$ cat config.mk
export PLATFORM = sky130hd
export DESIGN_NAME = or_and_move_instruction_exec
export DESIGN_NICKNAME = d
export VERILOG_FILES = /design/src/design/exec_pkg.sv /design/src/design/instr_decode.sv /design/src/design/or_and_move_instruction_exec.sv
export SDC_FILE = /design/constraint.sdc
export NUM_CORES = 2
export LEC_CHECK = 0
export ABC_CLOCK_PERIOD_IN_PS = 8300
export BUFFER_PORTS_ARGS = -buffer_cell sky130_fd_sc_hd__buf_2
export CAP_MARGIN = 20
export CORE_ASPECT_RATIO = 1.4
export CORE_MARGIN = 1.5
export CORE_UTILIZATION = 41
export DETAILED_ROUTE_END_ITERATION = 6
export GPL_TIMING_DRIVEN = 1
export SLEW_MARGIN = 20
export SYNTH_ARGS = -nofsm -noshare
export SYNTH_HDL_FRONTEND = slang
export SYNTH_SLANG_ARGS = --single-unit
$ cat constraint.sdc
create_clock -name clk -period 8.3 [get_ports clk]
set_input_delay 1.66 -clock clk [delete_from_list [all_inputs] [get_ports clk]]
set_output_delay 1.66 -clock clk [all_outputs]
set_load 0.005 [all_outputs]
$ cat src/design/exec_pkg.sv
// shared constants and types for the four-instruction execute unit
package exec_pkg;
  localparam int unsigned word_w = 14;
  localparam int unsigned data_w = 8;
  localparam int unsigned index_w = 7;
  localparam int unsigned file_depth = 128;
  // opcode patterns in the upper bits
  localparam logic [5:0] op_or_imm = 6'h38;        // 11 1000
  localparam logic [5:0] op_or_reg = 6'h04;        // 00 0100
  localparam logic [5:0] op_move_reg = 6'h08;      // 00 1000
  localparam logic [3:0] op_load_imm_hi = 4'hc;    // 11 00xx, top four bits
  // field positions
  localparam int unsigned opcode_lsb = 8;
  localparam int unsigned dest_bit = 7;
  localparam int unsigned load_hi_lsb = 10;
  // reset values
  localparam logic [7:0] accum_reset = 8'h00;
  localparam logic [7:0] file_reset = 8'h00;
  localparam logic zero_reset = 1'b0;

  typedef struct packed {
    logic valid;
    logic [13:0] word;
  } instr_s;

  typedef struct packed {
    logic [7:0] accum;
    logic zero;
    logic done;
  } core_state_s;

  typedef enum logic [2:0] {
    op_none = 3'b000,
    op_ori = 3'b001,
    op_orr = 3'b010,
    op_mov = 3'b011,
    op_ldi = 3'b100
  } op_e;
endpackage

$ cat src/design/instr_decode.sv
// opcode decoder and operand field extraction
`timescale 1ns/1ps
module instr_decode
  import exec_pkg::*;
(
  input wire exec_pkg::instr_s instr,
  output exec_pkg::op_e op,
  output logic [7:0] imm,
  output logic [6:0] index,
  output logic to_file
);
  // pattern matching on the upper bits
  wire [5:0] top6 = instr.word[13:opcode_lsb];
  wire [3:0] top4 = instr.word[13:load_hi_lsb];
  wire is_ori = instr.valid && (top6 == op_or_imm);
  wire is_orr = instr.valid && (top6 == op_or_reg);
  wire is_mov = instr.valid && (top6 == op_move_reg);
  wire is_ldi = instr.valid && (top4 == op_load_imm_hi);

  assign op = is_ori ? op_ori :
              is_orr ? op_orr :
              is_mov ? op_mov :
              is_ldi ? op_ldi : op_none;
  // operand fields
  assign imm = instr.word[7:0];
  assign index = instr.word[6:0];
  assign to_file = instr.word[dest_bit];
endmodule

$ cat src/design/or_and_move_instruction_exec.sv
// single-cycle execute unit for or, move and load-immediate instructions
// Functional notes
// - or immediate byte into accumulator
// - or accumulator with indexed file register
// - dest bit 0 accumulator, 1 file
// - move register reads indexed file register
// - move dest 0 accumulator, 1 same register
// - move always updates zero flag
// - load immediate into accumulator, flags kept
// - load opcode low two bits ignored
// - immediates are low byte, 0..255
`timescale 1ns/1ps
module or_and_move_instruction_exec
  import exec_pkg::*;
(
  input wire logic clk,
  input wire logic reset,
  input wire exec_pkg::instr_s instr,
  output exec_pkg::core_state_s state,
  output logic [7:0] file_rd_data
);
  import exec_pkg::*;

  // decoded operation and operand fields
  op_e op;
  logic [7:0] imm;
  logic [6:0] index;
  logic to_file;

  // opcode decoder and field extraction
  instr_decode u_dec (
    .instr(instr),
    .op(op),
    .imm(imm),
    .index(index),
    .to_file(to_file)
  );

  // bitwise or of two bytes
  function automatic logic [7:0] or_bytes(input logic [7:0] a, input logic [7:0] b);
  begin
    or_bytes = a | b;
  end
  endfunction

  // true when a byte is all zeros
  function automatic logic byte_is_zero(input logic [7:0] v);
  begin
    byte_is_zero = (v == 8'h00);
  end
  endfunction

  // true for the two instructions that name a file register
  function automatic logic names_file(input op_e o);
  begin
    names_file = (o == op_orr) || (o == op_mov);
  end
  endfunction

  // true for the instructions that write the zero flag
  function automatic logic writes_zero(input op_e o);
  begin
    writes_zero = (o == op_ori) || (o == op_orr) || (o == op_mov);
  end
  endfunction

  // true for the two immediate forms, which always write the accumulator
  function automatic logic imm_to_accum(input op_e o);
  begin
    imm_to_accum = (o == op_ori) || (o == op_ldi);
  end
  endfunction

  // state registers and their next values
  logic [7:0] accum_r;
  logic [7:0] accum_nxt;
  logic zero_r;
  logic zero_nxt;
  logic done_r;
  logic done_nxt;
  logic [7:0] rd_r;
  logic [7:0] rd_nxt;
  logic [7:0] file_r [file_depth];

  // one wire per decoded operation
  wire is_ori = (op == op_ori);
  wire is_orr = (op == op_orr);
  wire is_mov = (op == op_mov);
  wire is_ldi = (op == op_ldi);
  wire is_any = (op != op_none);

  // operand read; a 7-bit index always lands in the 128 registers
  wire [6:0] file_addr = index;
  wire [7:0] file_val = file_r[file_addr];

  // immediate byte, taken from the low byte of the word
  wire [7:0] load_val = imm;

  // results of the two or forms
  wire [7:0] or_imm_res = or_bytes(accum_r, load_val);
  wire [7:0] or_reg_res = or_bytes(accum_r, file_val);

  // result of a file register instruction, before routing
  wire reg_op = names_file(op);
  wire [7:0] reg_res = is_orr ? or_reg_res : file_val;

  // destination routing by the target choice bit
  wire file_we = reg_op && to_file;
  wire acc_from_reg = reg_op && !to_file;
  wire acc_we = imm_to_accum(op) || acc_from_reg;
  wire [7:0] file_wdata = reg_res;

  // zero flag source; load leaves every flag alone
  wire flag_we = writes_zero(op);
  wire [7:0] result = is_ori ? or_imm_res : reg_res;
  wire result_zero = byte_is_zero(result);

  // next accumulator: load takes the immediate, others their result
  always_comb
  begin
    accum_nxt = accum_r;
    if (is_ldi)
      accum_nxt = load_val;
    else if (acc_we)
      accum_nxt = result;
  end

  // next zero flag, held unless an or or a move runs
  always_comb
  begin
    zero_nxt = zero_r;
    if (flag_we)
      zero_nxt = result_zero;
  end

  // next done pulse and result bus
  always_comb
  begin
    done_nxt = is_any;
    rd_nxt = is_ldi ? load_val : result;
  end

  // accumulator, updated every cycle with no stall
  always_ff @(posedge clk)
  begin
    if (reset)
    begin
      accum_r <= accum_reset;
    end
    else
    begin
      accum_r <= accum_nxt;
    end
  end

  // zero flag
  always_ff @(posedge clk)
  begin
    if (reset)
    begin
      zero_r <= zero_reset;
    end
    else
    begin
      zero_r <= zero_nxt;
    end
  end

  // one-cycle pulse per recognised instruction
  always_ff @(posedge clk)
  begin
    if (reset)
    begin
      done_r <= 1'b0;
    end
    else
    begin
      done_r <= done_nxt;
    end
  end

  // result bus of the last cycle
  always_ff @(posedge clk)
  begin
    if (reset)
    begin
      rd_r <= file_reset;
    end
    else
    begin
      rd_r <= rd_nxt;
    end
  end

  // file register storage, one writer per register
  genvar gi;
  generate
    for (gi = 0; gi < file_depth; gi++)
    begin : g_file
      always_ff @(posedge clk)
      begin
        if (reset)
        begin
          file_r[gi] <= file_reset;
        end
        else if (file_we && (file_addr == 7'(gi)))
        begin
          file_r[gi] <= file_wdata;
        end
      end
    end
  endgenerate

  // outputs straight from the registers
  assign state.accum = accum_r;
  assign state.zero = zero_r;
  assign state.done = done_r;
  assign file_rd_data = rd_r;
endmodule

Yosys cells after proc, flatten, opt, wreduce, memory -nomap -nowiden
Memory sizes are Yosys's and may differ from the RTL's.
Cells that the tools add are included.
{"block": "word_totals", "ff_bits": 18, "latchBits": 0, "ramBits": 1024, "romBits": 0, "in_bits": 17, "out_inout_bits": 18, "word_cells": 937, "memories": 1}
{"name": "file_r", "depth": 128, "word_bits": 8, "rd": 1, "rd_ports_with_merged_regs": 0, "wr": 128, "line": "or_and_move_instruction_exec.sv:83", "source": "logic [7:0] file_r [file_depth];"}
{"block": "classes", "add_sub_neg": 0, "n_mul": 0, "n_div": 0, "order_cmp": 0, "eq_ne": 135, "shifts": 0, "n_mux": 523, "n_bitwise": 130, "reduce_logical": 144}
{"operator": "$mux 8", "count": 133}
{"operator": "$eq 7x7->1 const B", "count": 64}
{"operator": "$mux 1", "count": 386}
{"operator": "$eq 7x6->1 const B", "count": 32}
{"operator": "$logic_and 1x1->1", "count": 134}
{"operator": "$or 1x1->1", "count": 128}
{"operator": "$eq 7x5->1 const B", "count": 16}
{"operator": "$eq 7x4->1 const B", "count": 8}
{"operator": "$eq 7x3->1 const B", "count": 4}
{"operator": "$or 8x8->8", "count": 2}
{"operator": "$eq 7x2->1 const B", "count": 2}
{"operator": "$mux 3", "count": 4}
{"operator": "$logic_not 8->1", "count": 1}
{"operator": "$eq 7x1->1 const B", "count": 1}
{"operator": "$logic_not 7->1", "count": 1}
{"operator": "$eq 3x2->1 const B", "count": 2}
{"operator": "$eq 6x3->1 const B", "count": 1}
{"operator": "$eq 6x4->1 const B", "count": 1}
{"operator": "$eq 6x6->1 const B", "count": 1}
{"operator": "$logic_or 1x1->1", "count": 5}
{"operator": "$eq 4x4->1 const B", "count": 1}
{"operator": "$eq 3x1->1 const B", "count": 1}
{"operator": "$eq 3x3->1 const B", "count": 1}
{"operator": "$reduce_bool 3->1", "count": 1}
{"operator": "2 further kinds", "count": 2}

Longest topological paths before layout
{"block": "depth", "depth_word": 14, "depth_mapped": 16, "ltp_nobuf": 9}

Modules after synthesis
A second synthesis with hierarchy kept.
{"block": "hier_totals", "hier_cells": 3341, "area_unflattened_um2": 46878.7}
{"mod": "or_and_move_instruction_exec", "n_inst": 1, "cells_per_inst": 3317, "area_per_inst_um2": 46696.0, "seq_area_each_um2": 31109.8}
{"mod": "instr_decode", "n_inst": 1, "cells_per_inst": 24, "area_per_inst_um2": 182.7, "seq_area_each_um2": 0.0}

Least setup slack after synthesis
OpenSTA, ideal clock, no wires.
{"block": "synth_path", "path_kind": "input to register", "start": "input port instr[0] (netlist name)", "end": "memory file_r[10][0], data pin", "t_arrival_ns": 4.305, "required_time_ns": 8.041, "slack_ns": 3.736, "cell_stages": 13, "cell_sequence": "buf_2 -> buf_4 -> buf_6 -> buf_2 -> buf_2 -> mux4_2 -> mux2i_1 -> o32ai_1 -> a211oi_1 -> and4b_1 -> buf_2 -> buf_4 -> nor2_1"}
{"element": "start, declared", "line": "or_and_move_instruction_exec.sv:18", "source": "input wire exec_pkg::instr_s instr,"}
{"element": "end, declared", "line": "or_and_move_instruction_exec.sv:83"}

==> run metrics <==
chip height between 400 and 500 µm; crit share post-route 0.686; register area share after synthesis 0.669; Unique masters post-synth between 60 and 70; layout cells sized above 1 0.158; TritonCTS clock tree yes; number of flops mapped to enable cells by yosys 1024; Synth Cell Area 0.0465 mm²; H-tree levels 3; Fmax achieved between 150 and 200 MHz; gr ovfl total 0; Cell Chain, Critical Path buf_8 -> buf_4 -> mux4_2 -> o2111ai_1 -> nand4_1 -> nor4_1 -> and3_4 -> buf_4 -> nor2_1; Crit Path Max Fanout 63; buffers and inverters on the worst path 3; crit-path leading delay family buffers and inverters; Core Area 0.113 mm²; Async SR Flop Fraction 0; routability cong. 0.898; Port Buffers 34; Crit path top cell by count buf_4; required time of the critical path 8.74 ns; Rows between 100 and 150; starting density of the core 0.412; Post-CTS Resized 0; Final setup viols 0; status finished clean; relative slew slack 0.267; GRT Overall Usage 0.247; CP peak stage delay 0.83 ns; 1st-iter DRT viols 3296; nets ~3300; dpl ws 2.07 ns; CP endpoint kind flip-flop; CTS root buf clkbuf_16; CP Launch Type primary input; worst clock skew around 0.038 ns; largest net degree at the start of global routing roughly 110; CTS Sinks 1042; synth top area cells edfxtp_1, mux4_2, nor2_1; crit path setup slack, layout 2.61 ns; setup_tns 0 ns; VDD IR max 0.162 mV; setup bufs post-CTS 0; area leader, netlist edfxtp_1; vias per cell 5.98; Post-DP HPWL ~92 mm; Reg clk slew, reported paths around 0.06 ns; number of diodes 0; global-route wire length before repair just over 200 mm; Post-route DRC 0; Tmin final 5.69 ns; Synth-to-Final Area Change 10.4%; RSZ-0062 raised after global routing false; Post-CTS Hold Buffers 0; Final Hold Fails 0; Yosys reg bits 1042; warnings from Yosys 0; Syn Area/Cell about 14 µm²; Primary FF master, synth edfxtp_1; Die W 288 µm; top cell type's share of synthesized area 0.662; WS Path Type primary input to flip-flop; Pleak roughly 0.018 µW; routed len/inst 29.3 µm; crit path DAT 6.13 ns; max cap viols 0; power density over the cells approximately 230 mW/mm²; Inserted Clock Buffers 94; max-slew violations 0; post-route ant nets 0; syn_nets 3394; vias in the first global route a little under 30000; Worst-Margin Slew ~1.1 ns; Synth Instances between 3000 and 4000; initial antenna violation count 4; Slowest cell on crit path and3_4; first drt pass iteration count 6; CTS Buffer Depth 3; Pwr Total approximately 12000 µW; io pins 35; vias 29172; die area 0.115 mm²; worst skew pair latency 0.71 ns; DRT Wirelength approximately 140 mm; Hold WC Path Type flip-flop to flip-flop
==> routing by layer <==
metal,part of all wire,vias to the layer above,GRT usage
met4,0.068,8,0.152
met2,0.49,1483,0.406
met3,0.081,340,0.0366
li1,-,12310,-
met5,0.00032,-,0
met1,0.36,15031,0.307
==> logic make-up after synthesis <==
kind of cell | synth area share
and+or+nand+nor | 0.118
xor gates and xnor gates | 0.000188
muxes | 0.132
AOI/OAI and AO/OA | 0.0494
buffers and inverters | 0.0311
DFF | 0.669
==> registers in the layout, indices dropped and copies added (netlist names) <==
| signal | flops |
|---|---|
| done_r | 1 |
| file_r | 1024 |
| zero_r | 1 |
| accum_r | 8 |
| file_rd_data | 8 |
==> tightest hold or removal path, delay by kind of cell, from the launching register on <==
family	cells	cell delay [ns]
AO/OA/AOI/OAI	1	0.06
flip-flops	1	0.35
buffers and inverters	1	0.07
==> area by class of cell <==
cell class                      instances  area (µm²)
Fill cell                            9870       61400
Sequential cell                      1042       31100
Multi-Input combinational cell       2041       14100
Clock buffer                          120        2570
Tap cell                             1480        1850
Timing Repair Buffer                  120         972
Clock inverter                         57         696
Inverter                               15        56.3
==> through the flow <==
stage | hold slack [ns] | instance area [µm²] | util | cells
after global placement | 0.513 | 48000 | 0.426 | 4696
after floorplan | 0.497 | 46500 | - | 3377
final | 0.537 | 51300 | 0.455 | 4875
after CTS | 0.535 | 51300 | 0.455 | 4874
after detailed placement | 0.528 | 48000 | 0.426 | 4697
after global routing | 0.578 | 51300 | 0.455 | 4875
==> cell usage after synthesis, types with 8 or more instances <==
cell type	instances
nor3_1	21
a21oi_1	30
inv_1	10
nand3_1	22
clkbuf_1	126
a22oi_1	52
nor2_1	1091
nand4_1	14
mux2i_1	97
dfxtp_1	18
nand2_1	210
edfxtp_1	1024
a21o_1	128
a221oi_1	17
buf_4	49
buf_2	90
mux4_2	228
buf_1	8
o21ai_0	27
==> placed cells by master (no fill, tap or decap), types with 14 or more instances in the layout <==
cell / count
nor2_1: 1067
edfxtp_1: 1024
mux4_2: 228
nand2_1: 210
a21o_1: 128
clkbuf_16: 99
mux2i_1: 97
buf_4: 76
a22oi_1: 52
a21oi_1: 30
buf_2: 30
o21ai_0: 27
nor2_2: 22
nand3_1: 22
clkinv_1: 20
clkbuf_1: 20
dfxtp_1: 18
a221oi_1: 17
clkinv_2: 17
nor3_1: 16
bufinv_16: 16
nand4_1: 14
==> worst paths after layout <==
| check | end | start | depth (start not counted) | slack, ns |
|---|---|---|---|---|
| max | file_r[40][3]$_SDFFCE_PN0P_ | instr[0] | 9 | 2.61 |
| min reg2reg | accum_r[3]$_SDFFE_PP0P_ | accum_r[3]$_SDFFE_PP0P_ | 2 | 0.54 |
| max reg2reg | file_r[101][7]$_SDFFCE_PN0P_ | file_r[111][7]$_SDFFCE_PN0P_ | 7 | 4.22 |
| min | accum_r[3]$_SDFFE_PP0P_ | accum_r[3]$_SDFFE_PP0P_ | 2 | 0.54 |
==> power by group <==
part           internal [µW]  total, µW  switching, µW
clock network           2690       4690           2000
logic                    289       1120            827
registers               5930       5990           53.1
total                   8910      11800           2880
Power figures use the tool's default switching activity.
